`src/inc/touch_adc_pkg.sv`:
```
// Shared types and constants for the touch panel converter sequencer.
// Assumes a single 100 MHz system clock and no register bus.
package touch_adc_pkg;

   // ======
   // Clocking
   localparam int unsigned SYS_CLK_HZ      = 100000000;
   localparam int unsigned INT_CLK_HZ      = 8000000;   // Nominal internal state clock
   // System cycles per internal clock tick, rounded down
   localparam int unsigned INT_TICK_CYC    = SYS_CLK_HZ / INT_CLK_HZ;
   localparam int unsigned SAMPLE_INT_CYC  = 3;          // Internal cycles spent sampling

   // ======
   // Reset values
   localparam logic [7:0]  STAB_DELAY_RST  = 8'h00;
   localparam logic [15:0] RESULT_RST      = 16'h0000;

   // ======
   // Modes and encodings
   typedef enum logic [1:0] {
      MODE_TOUCH_AUTO = 2'h0,  // Sequenced, started by touch
      MODE_HOST_START = 2'h1,  // Sequenced, started by host after pen interrupt
      MODE_HOST_CTRL  = 2'h2   // Host does every step
   } conv_mode_t;

   typedef enum logic [1:0] {
      RES_12 = 2'h0,
      RES_8  = 2'h1,
      RES_10 = 2'h2
   } resolution_t;

   typedef enum logic [1:0] {
      DIV_1 = 2'h0,   // 8 MHz
      DIV_2 = 2'h1,   // 4 MHz
      DIV_4 = 2'h2,   // 2 MHz
      DIV_8 = 2'h3    // 1 MHz
   } clk_div_t;

   typedef enum logic [2:0] {
      CH_Y    = 3'h0,
      CH_X    = 3'h1,
      CH_PR1  = 3'h2,
      CH_PR2  = 3'h3,
      CH_BAT  = 3'h4,
      CH_TEMP = 3'h5,
      CH_AUX  = 3'h6
   } channel_t;

   typedef enum logic [1:0] {
      SCAN_XY   = 2'h0,
      SCAN_XYZ  = 2'h1,
      SCAN_X    = 2'h2,
      SCAN_ONE  = 2'h3   // Single selected channel
   } scan_t;

   typedef enum logic [1:0] {
      HCMD_NONE    = 2'h0,
      HCMD_DRIVE   = 2'h1,  // Enable panel drivers only
      HCMD_CONVERT = 2'h2,  // Convert now
      HCMD_SCAN    = 2'h3   // Start a sequenced scan
   } host_cmd_t;

   // Converter control settings
   typedef struct packed {
      conv_mode_t  mode;
      channel_t    channel;
      scan_t       scan;
      logic        average;   // Average two conversions
      resolution_t res;
      clk_div_t    div;
   } adc_ctrl_t;

   // Reference control settings
   typedef struct packed {
      logic intRefOn;     // Internal reference enabled
      logic ref2v5;       // 1: 2.5 V, 0: 1.2 V
      logic refAutoPd;    // Power down while the sequencer is idle
   } ref_ctrl_t;

   // Panel switch states
   typedef struct packed {
      logic ypToVdd;
      logic ynToGnd;
      logic xpToVdd;
      logic xnToGnd;
      logic xpPullup;      // Touch-detect pull-up on x-positive
      logic xpToPenIrq;    // Pen interrupt path from x-positive
   } panel_sw_t;

   // Converter front-end selection
   typedef struct packed {
      logic [2:0] muxSel;
      logic       diffMode;   // Ratiometric differential reference
      logic       useIntRef;
      logic       refPowerOn;
      logic       ref2v5;
   } afe_sel_t;

   localparam int unsigned NUM_RESULTS = 7;

   function automatic logic [3:0] res_bits(input resolution_t r);
      case (r)
         RES_8:   return 4'h8;
         RES_10:  return 4'ha;
         default: return 4'hc;
      endcase
   endfunction : res_bits

endpackage : touch_adc_pkg

```
`src/hw/result_mem.sv`:
```
// Small register memory for conversion results, registered read port.
// Assumes one writer and one reader on the system clock.
`timescale 1ns/1ns
module result_mem #(
   parameter int unsigned WIDTH = 16,
   parameter int unsigned DEPTH = 7
) (
   // Clock and reset
   input  wire logic                     clk_sys,
   input  wire logic                     rst_n,
   // Write port
   input  wire logic                     wrEn,
   input  wire logic [$clog2(DEPTH)-1:0] wrAddr,
   input  wire logic [WIDTH-1:0]         wrData,
   // Read port
   input  wire logic [$clog2(DEPTH)-1:0] rdAddr,
   output logic      [WIDTH-1:0]         rdData
);
   import touch_adc_pkg::*;

   logic [WIDTH-1:0] mem_ff [DEPTH];
   logic [WIDTH-1:0] nxt_mem [DEPTH];
   logic [WIDTH-1:0] rd_ff;
   logic [WIDTH-1:0] nxt_rd;

   // ======
   // Next contents
   always_comb begin
      for (int i = 0; i < DEPTH; i++) begin
         nxt_mem[i] = mem_ff[i];
         if (wrEn && (int'(wrAddr) == i)) nxt_mem[i] = wrData;
      end
      nxt_rd = (int'(rdAddr) < DEPTH) ? mem_ff[rdAddr] : '0;
   end

   // Storage
   always_ff @(posedge clk_sys or negedge rst_n) begin
      if (!rst_n) begin
         for (int i = 0; i < DEPTH; i++) mem_ff[i] <= '0;
         rd_ff <= '0;
      end else begin
         mem_ff <= nxt_mem;
         rd_ff  <= nxt_rd;
      end
   end

   assign rdData = rd_ff;
endmodule : result_mem

```
`src/hw/sar_engine.sv`:
```
// Successive-approximation bit sequencer on a divided conversion clock.
// Assumes the comparator settles within one tick.
`timescale 1ns/1ns
module sar_engine (
   // Clock and reset
   input  wire logic                      clk_sys,
   input  wire logic                      rst_n,
   // Control
   input  wire logic                      start,
   input  wire touch_adc_pkg::resolution_t res,
   input  wire touch_adc_pkg::clk_div_t    div,
   // Analog side
   input  wire logic                      cmpIn,    // Comparator, synchronised
   output logic                           sampling,
   output logic      [11:0]               dacCode,
   // Result
   output logic                           done,
   output logic      [11:0]               code
);
   import touch_adc_pkg::*;

   typedef enum logic [1:0] {
      SAR_IDLE   = 2'b00,
      SAR_SAMPLE = 2'b01,
      SAR_BITS   = 2'b11,
      SAR_DONE   = 2'b10
   } sar_state_t;

   sar_state_t  state_ff, nxt_state;
   logic [7:0]  tick_ff, nxt_tick;     // System cycles in current tick
   logic [3:0]  cnt_ff, nxt_cnt;       // Internal ticks while sampling
   logic [3:0]  bit_ff, nxt_bit;
   logic [11:0] sar_ff, nxt_sar;
   logic [7:0]  tickLen;
   logic        samp_ff;

   // Conversion tick length from the divider, internal clock unchanged
   always_comb begin
      tickLen = 8'(INT_TICK_CYC);
      if (state_ff == SAR_BITS) tickLen = 8'(INT_TICK_CYC << div);
   end

   // ======
   // Sequencing
   always_comb begin
      nxt_state = state_ff;
      nxt_tick  = tick_ff;
      nxt_cnt   = cnt_ff;
      nxt_bit   = bit_ff;
      nxt_sar   = sar_ff;
      case (state_ff)
         SAR_IDLE: begin
            if (start) begin
               nxt_state = SAR_SAMPLE;
               nxt_tick  = '0;
               nxt_cnt   = '0;
               nxt_sar   = '0;
            end
         end
         SAR_SAMPLE: begin
            // Fixed internal-clock sampling time
            nxt_tick = tick_ff + 8'h01;
            if (tick_ff == tickLen - 8'h01) begin
               nxt_tick = '0;
               nxt_cnt  = cnt_ff + 4'h1;
               if (cnt_ff == 4'(SAMPLE_INT_CYC - 1)) begin
                  nxt_state = SAR_BITS;
                  nxt_bit   = 4'hb;
                  nxt_sar   = 12'h800;
               end
            end
         end
         SAR_BITS: begin
            nxt_tick = tick_ff + 8'h01;
            if (tick_ff == tickLen - 8'h01) begin
               nxt_tick = '0;
               if (!cmpIn) nxt_sar[bit_ff] = 1'b0;
               // Stop early at lower resolution
               if (bit_ff == 4'hc - res_bits(res)) begin
                  nxt_state = SAR_DONE;
               end else begin
                  nxt_bit          = bit_ff - 4'h1;
                  nxt_sar[nxt_bit] = 1'b1;
               end
            end
         end
         SAR_DONE: nxt_state = SAR_IDLE;
         default:  nxt_state = SAR_IDLE;
      endcase
   end

   // State registers
   always_ff @(posedge clk_sys or negedge rst_n) begin
      if (!rst_n) begin
         state_ff <= SAR_IDLE;
         tick_ff  <= '0;
         cnt_ff   <= '0;
         bit_ff   <= '0;
         sar_ff   <= '0;
         samp_ff  <= 1'b0;
      end else begin
         state_ff <= nxt_state;
         tick_ff  <= nxt_tick;
         cnt_ff   <= nxt_cnt;
         bit_ff   <= nxt_bit;
         sar_ff   <= nxt_sar;
         samp_ff  <= (nxt_state == SAR_SAMPLE);
      end
   end

   // Right-justified straight binary code
   assign sampling = samp_ff;
   assign dacCode  = sar_ff;
   assign done     = (state_ff == SAR_DONE);
   assign code     = sar_ff >> (4'hc - res_bits(res));
endmodule : sar_engine

```
`src/hw/touch_panel_adc_sequencer.sv`:
```
// Touch panel converter sequencer: panel switches, measurement order,
// stabilisation delay, reference control and result storage.
// Assumes host strobes on clk_sys and asynchronous pin inputs.
`timescale 1ns/1ns

// Notes on behaviour
// Y measure: x-positive to converter, y-positive to supply, y-negative grounded.
// After Y, drive the x axis and convert the X position.
// Pressure scans add two cross-panel conversions after X.
// Programmable stabilisation delay from driver enable to conversion start.
// Driver-only command enables drivers; host later asks for the conversion.
// Three modes: touch started, host started, fully host controlled.
// Control port sets channel, scan, averaging, resolution and rate.
// Each result lands in the register of its measured input.
// Resolution of 8, 10 or 12 bits; fewer bits convert faster.
// Internal 8 MHz ticks drive sequencing; conversion clock is divided.
// Software pairs 8 MHz with 8 bits, 4 MHz with 10, 1-2 MHz with 12.
// Internal reference 1.2 V or 2.5 V, auto power-down or always on.
// Internal reference may be off, using the external reference input.
// Panel measures differential ratiometric; internal reference only single-ended.
// Results are unsigned straight binary.
// Total time adds sampling ticks and stabilisation delay to conversion.
// Pen interrupt follows pulled-up x-positive; disconnected while measuring.
// Result-ready goes low on new data, high after host reads all.
// Host-controlled mode idles between commands, doing only the asked step.
module touch_panel_adc_sequencer (
   // Clock and reset
   input  wire logic                      clk_sys,
   input  wire logic                      rst_n,
   // Configuration
   input  wire touch_adc_pkg::adc_ctrl_t  adcCtrl,
   input  wire touch_adc_pkg::ref_ctrl_t  refCtrl,
   input  wire logic [7:0]                stabDelay,    // Internal clock ticks
   // Host commands
   input  wire logic                      hostCmdValid,
   input  wire touch_adc_pkg::host_cmd_t  hostCmd,
   input  wire logic                      rdStrobe,
   input  wire logic [2:0]                rdAddr,
   output logic      [15:0]               rdData,
   // Panel and analog front end
   input  wire logic                      xpSense,      // x-positive level pin
   input  wire logic                      cmpPin,       // Comparator output pin
   input  wire logic                      ext_reference_input,
   output touch_adc_pkg::panel_sw_t       panelSw,
   output touch_adc_pkg::afe_sel_t        afeSel,
   output logic      [11:0]               dacCode,
   output logic                           sampling,
   // Status
   output logic                           pen_touch_irq_n,
   output logic                           result_ready_flag_n,
   output logic                           busy
);
   import touch_adc_pkg::*;

   typedef enum logic [2:0] {
      ST_IDLE   = 3'b000,
      ST_DRIVE  = 3'b001,   // Drivers on, stabilisation wait
      ST_CONV   = 3'b011,
      ST_WAIT   = 3'b010,   // Waiting on converter
      ST_STORE  = 3'b110,
      ST_HOLD   = 3'b111    // Drivers held for host conversion
   } seq_state_t;

   // Input synchronisers
   logic [1:0] xpSync_ff, cmpSync_ff, extRefSync_ff;
   logic       penDown, cmpIn;

   seq_state_t  state_ff, nxt_state;
   channel_t    ch_ff, nxt_ch;
   logic [7:0]  dly_ff, nxt_dly;
   logic [3:0]  tick_ff, nxt_tick;
   logic        avgPass_ff, nxt_avgPass;
   logic [12:0] accum_ff, nxt_accum;
   logic [6:0]  newData_ff, nxt_newData;
   logic        sarStart, sarDone, sarSampling;
   logic [11:0] sarCode, sarDac;
   logic        wrEn;
   logic [15:0] wrData;
   logic        pen_touch_irq_ff, nxt_pen_touch_irq;
   logic        ready_ff, nxt_ready;
   panel_sw_t   sw_ff, nxt_sw;
   afe_sel_t    afe_ff, nxt_afe;
   logic        busy_ff, nxt_busy;

   // Next channel of a scan; CH_Y ends it
   function automatic channel_t next_ch(input channel_t c, input scan_t s);
      case (c)
         CH_Y:    return (s == SCAN_X) ? CH_Y : CH_X;
         CH_X:    return (s == SCAN_XYZ) ? CH_PR1 : CH_Y;
         CH_PR1:  return CH_PR2;
         default: return CH_Y;
      endcase
   endfunction : next_ch

   // Panel switches for a channel
   function automatic panel_sw_t drive_for(input channel_t c);
      panel_sw_t p;
      p = '0;
      case (c)
         CH_Y: begin
            p.ypToVdd = 1'b1;
            p.ynToGnd = 1'b1;
         end
         CH_X: begin
            p.xpToVdd = 1'b1;
            p.xnToGnd = 1'b1;
         end
         CH_PR1, CH_PR2: begin
            p.ypToVdd = 1'b1;
            p.xnToGnd = 1'b1;
         end
         default: p = '0;
      endcase
      return p;
   endfunction : drive_for

   // Front-end mux and reference per channel
   function automatic afe_sel_t afe_for(input channel_t c, input ref_ctrl_t r,
                                        input logic active);
      afe_sel_t a;
      logic     panel;
      panel       = (c <= CH_PR2);
      a.muxSel    = c;
      a.diffMode  = panel;
      a.useIntRef = !panel && r.intRefOn;
      a.refPowerOn = r.intRefOn && (!r.refAutoPd || active);
      a.ref2v5    = r.ref2v5;
      return a;
   endfunction : afe_for

   // ======
   // Pin synchronisers
   always_ff @(posedge clk_sys or negedge rst_n) begin
      if (!rst_n) begin
         xpSync_ff     <= 2'h3;
         cmpSync_ff    <= 2'h0;
         extRefSync_ff <= 2'h0;
      end else begin
         xpSync_ff     <= {xpSync_ff[0], xpSense};
         cmpSync_ff    <= {cmpSync_ff[0], cmpPin};
         extRefSync_ff <= {extRefSync_ff[0], ext_reference_input};
      end
   end
   assign penDown = !xpSync_ff[1];
   assign cmpIn   = cmpSync_ff[1];

   // ======
   // Converter and result storage
   sar_engine u_sar (
      .clk_sys  (clk_sys),
      .rst_n    (rst_n),
      .start    (sarStart),
      .res      (adcCtrl.res),
      .div      (adcCtrl.div),
      .cmpIn    (cmpIn),
      .sampling (sarSampling),
      .dacCode  (sarDac),
      .done     (sarDone),
      .code     (sarCode)
   );

   result_mem #(.WIDTH(16), .DEPTH(NUM_RESULTS)) u_mem (
      .clk_sys (clk_sys),
      .rst_n   (rst_n),
      .wrEn    (wrEn),
      .wrAddr  (ch_ff),
      .wrData  (wrData),
      .rdAddr  (rdAddr),
      .rdData  (rdData)
   );

   // ======
   // Measurement sequencer
   always_comb begin
      nxt_state   = state_ff;
      nxt_ch      = ch_ff;
      nxt_dly     = dly_ff;
      nxt_tick    = tick_ff;
      nxt_avgPass = avgPass_ff;
      nxt_accum   = accum_ff;
      sarStart    = 1'b0;
      wrEn        = 1'b0;
      wrData      = RESULT_RST;
      case (state_ff)
         ST_IDLE: begin
            nxt_avgPass = 1'b0;
            nxt_accum   = '0;
            nxt_dly     = stabDelay;
            nxt_tick    = '0;
            nxt_ch      = (adcCtrl.scan == SCAN_ONE) ? adcCtrl.channel :
                          (adcCtrl.scan == SCAN_X) ? CH_X : CH_Y;
            case (adcCtrl.mode)
               MODE_TOUCH_AUTO: if (penDown) nxt_state = ST_DRIVE;
               MODE_HOST_START: if (hostCmdValid && hostCmd == HCMD_SCAN)
                                   nxt_state = ST_DRIVE;
               default: begin
                  // Only the step the host asks for
                  if (hostCmdValid && hostCmd == HCMD_DRIVE)
                     nxt_state = ST_HOLD;
                  else if (hostCmdValid && hostCmd == HCMD_CONVERT)
                     nxt_state = ST_CONV;
               end
            endcase
         end
         ST_DRIVE: begin
            // Panel settling, counted in internal ticks
            nxt_tick = tick_ff + 4'h1;
            if (tick_ff == 4'(INT_TICK_CYC - 1)) begin
               nxt_tick = '0;
               if (dly_ff != 8'h00) nxt_dly = dly_ff - 8'h01;
            end
            if (dly_ff == 8'h00) nxt_state = ST_CONV;
         end
         ST_HOLD: begin
            if (hostCmdValid && hostCmd == HCMD_CONVERT) nxt_state = ST_CONV;
         end
         ST_CONV: begin
            sarStart  = 1'b1;
            nxt_state = ST_WAIT;
         end
         ST_WAIT: begin
            if (sarDone) begin
               nxt_accum = accum_ff + {1'b0, sarCode};
               if (adcCtrl.average && !avgPass_ff) begin
                  nxt_avgPass = 1'b1;
                  nxt_state   = ST_CONV;
               end else begin
                  nxt_state = ST_STORE;
               end
            end
         end
         ST_STORE: begin
            wrEn   = 1'b1;
            wrData = {4'h0, adcCtrl.average ? accum_ff[12:1] : accum_ff[11:0]};
            nxt_avgPass = 1'b0;
            nxt_accum   = '0;
            nxt_dly     = stabDelay;
            nxt_tick    = '0;
            nxt_ch      = next_ch(ch_ff, adcCtrl.scan);
            if (adcCtrl.mode == MODE_HOST_CTRL || adcCtrl.scan == SCAN_ONE ||
                nxt_ch == CH_Y)
               nxt_state = ST_IDLE;
            else
               nxt_state = ST_DRIVE;
         end
         default: nxt_state = ST_IDLE;
      endcase
   end

   // ======
   // Output and flag next values
   always_comb begin
      logic measuring;
      measuring   = (state_ff != ST_IDLE);
      nxt_busy    = measuring;
      nxt_sw      = measuring ? drive_for(ch_ff) : '0;
      // Touch monitoring: pull-up on x-positive, y-negative grounded
      nxt_sw.xpPullup   = !measuring;
      nxt_sw.xpToPenIrq = !measuring;
      if (!measuring) nxt_sw.ynToGnd = 1'b1;
      nxt_pen_touch_irq  = measuring ? pen_touch_irq_ff : xpSync_ff[1];
      nxt_afe     = afe_for(measuring ? ch_ff : adcCtrl.channel, refCtrl, measuring);
      // New data wins over a read clear of the same result
      nxt_newData = newData_ff;
      if (rdStrobe) nxt_newData[rdAddr] = 1'b0;
      if (wrEn) nxt_newData[ch_ff] = 1'b1;
      nxt_ready   = (nxt_newData == '0);
   end

   // ======
   // State registers
   always_ff @(posedge clk_sys or negedge rst_n) begin
      if (!rst_n) begin
         state_ff   <= ST_IDLE;
         ch_ff      <= CH_Y;
         dly_ff     <= STAB_DELAY_RST;
         tick_ff    <= '0;
         avgPass_ff <= 1'b0;
         accum_ff   <= '0;
         newData_ff <= '0;
         pen_touch_irq_ff  <= 1'b1;
         ready_ff   <= 1'b1;
         sw_ff      <= '0;
         afe_ff     <= '0;
         busy_ff    <= 1'b0;
      end else begin
         state_ff   <= nxt_state;
         ch_ff      <= nxt_ch;
         dly_ff     <= nxt_dly;
         tick_ff    <= nxt_tick;
         avgPass_ff <= nxt_avgPass;
         accum_ff   <= nxt_accum;
         newData_ff <= nxt_newData;
         pen_touch_irq_ff  <= nxt_pen_touch_irq;
         ready_ff   <= nxt_ready;
         sw_ff      <= nxt_sw;
         afe_ff     <= nxt_afe;
         busy_ff    <= nxt_busy;
      end
   end

   // Outputs
   assign panelSw             = sw_ff;
   assign afeSel              = afe_ff;
   assign dacCode             = sarDac;
   assign sampling            = sarSampling;
   assign pen_touch_irq_n     = pen_touch_irq_ff;
   assign result_ready_flag_n = ready_ff;
   assign busy                = busy_ff;
endmodule : touch_panel_adc_sequencer

```
`config.mk`:
```
export PLATFORM = sky130hd
export DESIGN_NAME = touch_panel_adc_sequencer
export DESIGN_NICKNAME = d
export VERILOG_FILES = /design/src/inc/touch_adc_pkg.sv /design/src/hw/result_mem.sv /design/src/hw/sar_engine.sv /design/src/hw/touch_panel_adc_sequencer.sv
export SDC_FILE = /design/constraint.sdc
export NUM_CORES = 1
export LEC_CHECK = 0
export ABC_AREA = 0
export BUFFER_PORTS_ARGS = -buffer_cell sky130_fd_sc_hd__buf_4
export CORE_UTILIZATION = 45
export CTS_CLUSTER_DIAMETER = 80
export DETAILED_ROUTE_END_ITERATION = 8
export PLACE_DENSITY = 0.75
export SYNTH_ARGS = -nofsm -noshare
export SYNTH_HDL_FRONTEND = slang
export SYNTH_SLANG_ARGS = --single-unit
```
`constraint.sdc`:
```
create_clock -name clk_sys -period 3.7 [get_ports clk_sys]
set_input_delay 0.185 -clock clk_sys [delete_from_list [all_inputs] [get_ports clk_sys]]
set_output_delay 0.185 -clock clk_sys [all_outputs]
set_load 0.01 [all_outputs]
```
; Word level (Yosys, flattened, before mapping)
; Index checks and enable logic that the tools add are counted.
[totals]
output_inout_bits = 45
inputBits = 35
ff_bits = 217
[op_classes]
addsub = 9
muxes = 82
n_shift = 2
eq_ne = 44
n_bitwise = 7
order_cmp = 11
reduce_logical = 53
[op_table]
columns = cell, n
row1 = $mux 12, 10
row2 = $bmux 16 s3, 1
row3 = $mux 16, 3
row4 = $mux 8, 5
row5 = $mux 4, 9
row6 = $pmux 12 s3, 1
row7 = $pmux 8 s2, 2
row8 = $mux 3, 10
row9 = $pmux 13 s2, 1
row10 = $pmux 4 s2, 3
row11 = $eq 3x2->1 const B, 6
row12 = $eq 3x3->1 const B, 6
row13 = $pmux 3 s2, 3
row14 = $pmux 3 s6, 1
row15 = $logic_and 1x1->1, 17
row16 = $eq 2x2->1 const B, 8
row17 = $mux 1, 16
row18 = $ne 2x2->1 const B, 8
row19 = $sub 8x1->8 const B, 2
row20 = $mux 7, 2
row21 = $add 13x12->13, 1
row22 = $mux 13, 1
row23 = $and 12x12->12, 1
row24 = $eq 2x1->1 const B, 6
row25 = 48 further kinds, 85

; Longest topological paths before layout
; Gate-level depths: netlist of the first run.
[logic_depth]
depth_word = 13
ltp_mapped = 15

; Modules after synthesis
; Synthesis of the first run repeated with hierarchy kept, for this count alone.
[hier_totals]
hier_cells = 1036
area_unflattened_um2 = 11516.0
[modules_own_cells]
columns = mod, seq_area_each_um2, cells_each, area_each_um2, n_inst
row1 = result_mem, 3203.1, 387, 5676.7, 1
row2 = touch_panel_adc_sequencer, 1456.4, 372, 3479.6, 1
row3 = sar_engine, 775.7, 277, 2359.8, 1

; Worst setup path after synthesis of the first run
; OpenSTA, ideal clock, no wires.
[synth_timing]
path_type = input to register
start = input port adcCtrl[3] (netlist bit)
end = register accum_ff[8]
path_slack_ps = 481
path_buffers = 1
t_arrival_ps = 3098
setup_ps = 121
stages = 13
cell_sequence = inv_1 > ha_1 > buf_1 > mux4_2 > nand2_1 > o31ai_1 > fa_1 > a211o_1 > a21o_1 > a211o_1 > a31oi_1 > xnor2_1 > a22o_1
[synth_between]
elab_chain_cells = 7
elab_cells_between_ends = 8
classes_between = add/sub: 2 / eq/ne: 2 / shift: 1 / mux: 3
[synth_lines]
columns = element, line_no
row1 = "start, declared", touch_panel_adc_sequencer.sv:31  ; input wire touch_adc_pkg::adc_ctrl_t adcCtrl,
row2 = $eq 2x2->1 or $eq 2x1->1 (tied branches), touch_adc_pkg.sv:102  ; case (r)
row3 = $pmux 3 s2 (*), touch_adc_pkg.sv:102
row4 = $sub 4x4->4 (*), sar_engine.sv:115  ; assign code = sar_ff >> (4'hc - res_bits(res));
row5 = $shr 12x4->12 (*), sar_engine.sv:115
row6 = $add 13x12->13 (*), touch_panel_adc_sequencer.sv:223  ; nxt_accum = accum_ff + {1'b0, sarCode};
row7 = $mux 13 (*), touch_panel_adc_sequencer.sv:222  ; if (sarDone) begin
row8 = $pmux 13 s2 (*), touch_panel_adc_sequencer.sv:184  ; case (state_ff)
row9 = "end signal, assigned", touch_panel_adc_sequencer.sv:292  ; accum_ff <= nxt_accum;
row10 = "end, declared", touch_panel_adc_sequencer.sv:73  ; logic [12:0] accum_ff, nxt_accum;
; Mark *: on every way between the ends. The rest lies on a longest branch, timed or not. The select of a mux whose other input is x is not followed.
; A chain may end at the register's enable or synchronous reset.

; Worst setup path in the final report of the first run
[layout_timing]
start = register u_sar.sar_ff[6] (netlist: u_sar.dacCode[6])
end = register accum_ff[8]
[layout_between]
elab_chain_cells = 4
[layout_lines]
columns = element, line_no
row1 = "start, declared", sar_engine.sv:33  ; logic [11:0] sar_ff, nxt_sar;
row2 = "start signal, assigned", sar_engine.sv:106  ; sar_ff <= nxt_sar;
row3 = $shr 12x4->12, sar_engine.sv:115
row4 = $add 13x12->13, touch_panel_adc_sequencer.sv:223
row5 = $mux 13, touch_panel_adc_sequencer.sv:222
row6 = $pmux 13 s2, touch_panel_adc_sequencer.sv:184
; No other way between the ends. The select of a mux whose other input is x is not followed.

==> results of run 1 <==
-- stage by stage --
stage                     cells  power, mW
final                      1406       7.94
after global routing       1406       8.50
after CTS                  1406       7.96
after detailed placement   1356       5.97
after global placement     1356       5.84
after floorplan            1063       5.17
-- cell type report --
| cell class | instances | area (sq um) |
|---|---|---|
| Inverter | 28 | 105 |
| Fill cell | 1863 | 9870 |
| Sequential cell | 185 | 4630 |
| Clock inverter | 15 | 214 |
| Timing Repair Buffer | 108 | 862 |
| Clock buffer | 17 | 425 |
| Tap cell | 275 | 344 |
| Multi-Input combinational cell | 778 | 4700 |
-- worst register-to-register path, stage by stage, from the launching register on --
cell and delay [ps]:
dfrtp_1 470, mux4_2 500, nand2_1 80, o31ai_1 80
ha_1 240, fa_1 440, a211o_1 320, a21o_1 180
a211o_1 290, a31oi_1 200, xnor2_1 80, a22o_1 190
-- power groups by stage --
| stage | registers [mW] | logic (mW) | clock network (mW) |
|---|---|---|---|
| after global placement | 3.18 | 2.65 | 0 |
| final | 3.19 | 2.79 | 1.96 |
| after detailed placement | 3.22 | 2.75 | 0 |
| after CTS | 3.18 | 2.78 | 1.99 |
| after floorplan | 3.06 | 2.11 | 0 |
| after global routing | 3.28 | 3.15 | 2.08 |
-- flip-flops by register name, indices dropped and copies added, names as in the netlist, 5 cells and up --
name and flops:
u_sar.dacCode 12, u_sar.tick_ff 8, afeSel 7, u_mem.rdData 12, panelSw 5, u_mem.mem_ff 84, newData_ff 7, dly_ff 8
accum_ff 13
-- layer usage --
metal | track usage | vias up | wire (microns)
li1 | - | 3870 | -
met1 | 0.285 | 3934 | 10300
met2 | 0.368 | 215 | 11200
met3 | 0.0370 | 31 | 1040
met4 | 0.0638 | 0 | 318
met5 | 0 | - | 0
-- synthesized netlist by cell type (11+ instances only) --
| library cell | n |
|---|---|
| nand3_1 | 15 |
| inv_1 | 26 |
| nand2_1 | 168 |
| ha_1 | 31 |
| a22oi_1 | 22 |
| xor2_1 | 12 |
| a21oi_1 | 85 |
| xnor2_1 | 12 |
| nor2_1 | 77 |
| dfrtp_1 | 181 |
| nor3_1 | 15 |
| mux2_2 | 11 |
| a21o_1 | 13 |
| o21ai_0 | 109 |
| clkbuf_1 | 47 |
| mux2i_1 | 21 |
| o22ai_1 | 13 |
| nor2b_1 | 14 |
-- path summary, 6_finish.rpt --
check,to,slack [ps],cells past startpoint
setup / recovery,accum_ff[8]$_DFFE_PN0P_,530,11
hold / removal,ch_ff[2]$_DFFE_PN0N_,70,3
setup reg to reg,accum_ff[8]$_DFFE_PN0P_,530,11
hold reg to reg,cmpSync_ff[1]$_DFF_PN0_,360,0
max in group asynchronous,pen_touch_irq_n$_DFFE_PN1P_,2430,3
min in group asynchronous,afeSel[0]$_DFF_PN0_,290,2
-- repair_timing --
item	CTS	global route
resized for setup	0	0
hold buffers	18	0
hold endpoints to repair	83	0
-- cells by family (layout without fill, tap and decap cells) --
logic type	count (synthesis)	after routing	share of synthesized area
muxes	35	35	0.0412
xor gates and xnor gates	24	24	0.0215
AOI/OAI and AO/OA	329	329	0.209
and+or+nand+nor	354	354	0.166
other	1	4	0.000384
DFF	185	185	0.475
adders and majority gates	32	32	0.0418
buffers and inverters	100	168	0.0448
==> results.md, run 1 <==
* CTS tree: yes
* Data required, critical path at 4020 ps
* Clock network latency to the later pin of the worst-skew pair at 440 ps
* Cells after Synth at 1060
* Max-slew violation count at 0
* Cell area after placement at 10500 sq um
* Unrepaired setup endpoints after global routing: no
* Number of buffers inserted during clock tree synthesis at 17
* Peak supply drop at 315 uV
* Count of max-cap constraint violations at 0
* Clock tree root driver cell: clkbuf_16
* Via density per instance at 5.73
* Power density over the cells at 703 nW/um^2
* Dominant register cell in the synthesized netlist: dfrtp_1
* Pin count of the biggest net entering global routing at 72
* Highest fanout seen on the critical path at 7
* Portion of synthesized cell area occupied by the leading cell type at 0.464
* Post-Synthesis Cell Area at 9750 sq um
* Most common cell after layout, fill and taps aside: dfrtp_1
* Switching share of total power at 0.380
* H-tree depth reported by CTS at 4
* Fraction of final layout cells sized beyond drive strength 1 at 0.137
* Clk sink count at 185
* Via count of the first global-routing pass at 7910
* Static power due to leakage at 5.12 nW
* Worst path setup slack after routing at 525 ps
* Detailed-route via count at 8050
* Timing-limited maximum frequency at 315 MHz
* Number of hold-slack violations in the final timing report at 0
* Type of the tightest min-delay check: in2reg
* Gate power share at 0.351
* Finished layout cell area at 11300 sq um
* Clock network fraction of total power at 0.247
* Worst-path cell with the longest stage delay: mux4_2
* Post-DR wirelength/cell at 16.3 microns
* Internal power component at 4.92 mW
* Port-buffer cells at 74
* Initial antenna violation count at 0
* X dimension of the die at 149 microns
* Yosys warns at 0
* Clock transition at the registers of the reported paths at 70 ps
* Worst slew pin tran at 1010 ps
* Startpoint kind of the worst setup timing path: register
* Area growth, synth to finish at 15.7%
* Relative slew margins at 0.323
* Count of flip-flops with a built-in enable after synthesis at 0
* Fraction of the cycle the final worst path needs at 0.858
* GRT Resource Usage Total at 0.218
* Hold Startpoint: adcCtrl[5]
* Leading post-synthesis cells by cell area: dfrtp_1 46%, nand2_1 6.5%, o21ai_0 5.6%, a21oi_1 4.4%, ha_1 4.0%
* Final GP Congestion at 0.911
* Portion of total power attributed to sequential cells at 0.401
* First-pass GRT wire length at 38900 microns
* Number of buffers on the longest clock path at 2
* Clk_skew at 14.0 ps
* DRC errors left at 0
* Number of distinct library cell variants in the gate-level netlist after synthesis at 73
* Number of design-rule violations left by the first detailed-router iteration at 608
* Final hold slack at 67.8 ps
* Kind of cell with the highest combined delay on the critical path: compound AO/OA/AOI/OAI gates
* Half-perimeter wire length after placement at 15100 microns
* Number of setup violations in the final report at 0
* Async set or reset register ratio after synthesis at 1.00
* Setup CP Type: reg2reg
* Post-Route Setup TNS at 0 ps
* Crit path time final at 3170 ps
* Post-synthesis register bit count at 185
* Sw power at 3.02 mW
* Count of standard-cell rows at 53
* Mean area per synthesized cell at 9.20 sq um
* Library cell with the largest summed area after synthesis: dfrtp_1
* Total grt overflow at 0
* Pre-CTS setup slack at 369 ps
* Critical path cell sequence: mux4_2 > nand2_1 > o31ai_1 > ha_1 > fa_1 > a211o_1 > a21o_1 > a211o_1 > a31oi_1 > xnor2_1 > a22o_1
* Worst Path Buf+Inv at 0
* Critical path startpoint: u_sar.dacCode[6]$_DFFE_PN0P_
* CP Data Arrival Time at 3500 ps
* Launching point of the worst reg2reg path: u_sar.dacCode[6]$_DFFE_PN0P_
* Critical Path Most Common Cell: a211o_1
* Boundary Pins at 80
* Effective utilization at floorplan at 0.461
* Post-Route Utilization at 0.533
* Height of the die at 149 microns
* Area of the core at 21200 sq um
* Fin nets at 1185
* Detailed-routing iteration count for the pre-antenna-repair pass at 5
* ANT cells at 0
* Max stage delay on crit path at 500 ps
* Commonest non-fill, non-tap cells in the layout: 181 x dfrtp_1, 168 x nand2_1, 109 x o21ai_0
* Antenna Nets Post-Route at 0
* Post-CTS setup-driven buffer insertion count at 0
* Setup crit end kind: register
* Final wirelength at 22900 microns
* Overall die area at 22300 sq um
* Register area share after synthesis at 0.475
* Outcome: finished, final reports clean
(Power assumes the default switching activity.)
==> inputs of run 2 (changes only) <==
- MAX_ROUTING_LAYER: not set -> met4
==> results.md, run 2 (synthesis gave the netlist of run 1 again) <==
* Final GP Congestion at 0.927
* Hold EP: ch_ff[2]$_DFFE_PN0N_
* Detailed-routing iteration count for the pre-antenna-repair pass at 5
* Initial antenna violation count at 0
* Clock transition at the registers of the reported paths at 80 ps
* Setup CP Type: reg2reg
* GRT Resource Usage Total at 0.224
* Type of the tightest min-delay check: in2reg
* Clock network latency to the later pin of the worst-skew pair at 440 ps
* H-tree depth reported by CTS at 4
* Highest fanout seen on the critical path at 7
* Unrepaired setup endpoints after global routing: no
* Max-slew violation count at 0
* Count of standard-cell rows at 53
* Number of buffers inserted during clock tree synthesis at 17
* Count of max-cap constraint violations at 0
* DRC errors left at 0
* Via density per instance at 5.74
* Number of hold-slack violations in the final timing report at 0
* Most common cell after layout, fill and taps aside: dfrtp_1
* Area growth, synth to finish at 15.7%
* Sw power at 3.01 mW
* Number of buffers on the longest clock path at 2
* Leading registers by flop count: u_mem.mem_ff: 84 flops, accum_ff: 13 flops
* Register with the most flip-flops: u_mem.mem_ff
* Timing-limited maximum frequency at 315 MHz
* Number of setup violations in the final report at 0
* Worst path setup slack after routing at 523 ps
* Fraction of the cycle the final worst path needs at 0.859
* Worst slew pin tran at 1030 ps
* Outcome: finished, final reports clean
* Relative slew margins at 0.316
* Number of design-rule violations left by the first detailed-router iteration at 549
* Port-buffer cells at 74
* Via count of the first global-routing pass at 7910
* Cells on Worst Hold Path at 3
* Final wirelength at 22900 microns
* ANT cells at 0
* Peak supply drop at 312 uV
* Total grt overflow at 0
* Total of cells resized after clock tree synthesis at 0
* Height of the die at 149 microns
* Post-Route Setup TNS at 0 ps
* Max FFs per register at 84
* Post-DR wirelength/cell at 16.3 microns
* Area of the core at 21200 sq um
* Detailed-route via count at 8067
* Internal power component at 4.92 mW
* Crit path time final at 3180 ps
* Register-to-Register Setup Slack at 520 ps
* Antenna Nets Post-Route at 0
* Half-perimeter wire length after placement at 15100 microns
* Portion of total power attributed to sequential cells at 0.402
* Switching share of total power at 0.380
* Path depth of the worst reg2reg path at 11
* Post-CTS setup-driven buffer insertion count at 0
* Power density over the cells at 703 nW/um^2
* Clock network fraction of total power at 0.247
* Static power due to leakage at 5.12 nW
* Clock tree root driver cell: clkbuf_16
* Effective utilization at floorplan at 0.461
* Endpoint of the worst-slack reg-to-reg timing path: accum_ff[8]$_DFFE_PN0P_
* CTS tree: yes
* Launching point of the worst reg2reg path: u_sar.dacCode[6]$_DFFE_PN0P_
* Pre-CTS setup slack at 369 ps
* Hold-fix buffers, CTS at 18
* Post-Place Cells at 1356
* Non-filler instance count after layout at 1406
* CP Data Arrival Time at 3500 ps
* First-pass GRT wire length at 38900 microns
* Fraction of final layout cells sized beyond drive strength 1 at 0.137
* Fin nets at 1185
* X dimension of the die at 149 microns
* Commonest non-fill, non-tap cells in the layout: 181 x dfrtp_1, 168 x nand2_1, 109 x o21ai_0
* Hold Startpoint: adcCtrl[5]
* Boundary Pins at 80
* Gate power share at 0.351
* Pin count of the biggest net entering global routing at 72
* Data required, critical path at 4020 ps
* Clk sink count at 185
* Clk_skew at 13.9 ps
* Final hold slack at 71.0 ps
* Setup crit end kind: register
* Overall die area at 22300 sq um
* Startpoint kind of the worst setup timing path: register
-- run 2: cell counts in the layout (fill, tap and decap cells not counted) --
No cell type changed its count.
-- run 2: area by class of cell --
| cell class | instances | area, sq um |
|---|---|---|
| clock inverters | 15 | 214 |
| multi-input cells | 778 | 4700 |
| well taps | 275 | 344 |
| clock buffers | 17 | 425 |
| flip-flops and latches | 185 | 4630 |
| repair buffers | 108 | 862 |
| inverters | 28 | 105 |
| fillers | 1863 | 9870 |
-- run 2: per-stage QoR --
| stage | util | power, mW | area, sq um |
|---|---|---|---|
| 2_1_floorplan | - | 5.17 | 9770 |
| 3_3_place_gp | 0.495 | 5.84 | 10500 |
| 3_5_place_dp | 0.495 | 5.97 | 10500 |
| 4_1_cts | 0.533 | 7.96 | 11300 |
| 5_1_grt | 0.533 | 8.51 | 11300 |
| 6_report | 0.533 | 7.93 | 11300 |
-- run 2: worst max path at each step --
| stage | from | end | slack, ps | cells after the start |
|---|---|---|---|---|
| 2_1_floorplan | adcCtrl[3] | accum_ff[8]$_DFFE_PN0P_ | 480 | 13 |
| 3_3_place_gp | adcCtrl[3] | accum_ff[8]$_DFFE_PN0P_ | 410 | 14 |
| 3_5_place_dp | adcCtrl[3] | accum_ff[8]$_DFFE_PN0P_ | 370 | 14 |
| 4_1_cts | u_sar.dacCode[6]$_DFFE_PN0P_ | accum_ff[8]$_DFFE_PN0P_ | 540 | 11 |
| 5_1_grt | u_sar.dacCode[6]$_DFFE_PN0P_ | accum_ff[8]$_DFFE_PN0P_ | 380 | 11 |
| 6_report | u_sar.dacCode[6]$_DFFE_PN0P_ | accum_ff[8]$_DFFE_PN0P_ | 520 | 11 |
-- run 2: layer usage --
metal,up-vias,track usage,wire length [microns]
met2,206,0.369,11300
li1,3868,-,-
met4,0,0.0577,295
met1,3964,0.286,10300
met3,29,0.0398,1010
met5,-,-,0
-- run 2: power by group through the flow --
stage / sequential [mW] / clock (mW) / combinational, mW
floorplan: 3.06 / 0 / 2.11
global placement: 3.18 / 0 / 2.65
detailed placement: 3.22 / 0 / 2.75
CTS: 3.18 / 1.99 / 2.78
global route: 3.28 / 2.08 / 3.15
finish: 3.18 / 1.96 / 2.79
-- run 2: worst max-delay path: stages, from the launching register on --
cell     delay [ps]
dfrtp_1         470
mux4_2          500
nand2_1          80
o31ai_1          80
ha_1            230
fa_1            440
a211o_1         320
a21o_1          180
a211o_1         290
a31oi_1         200
xnor2_1          80
a22o_1          190
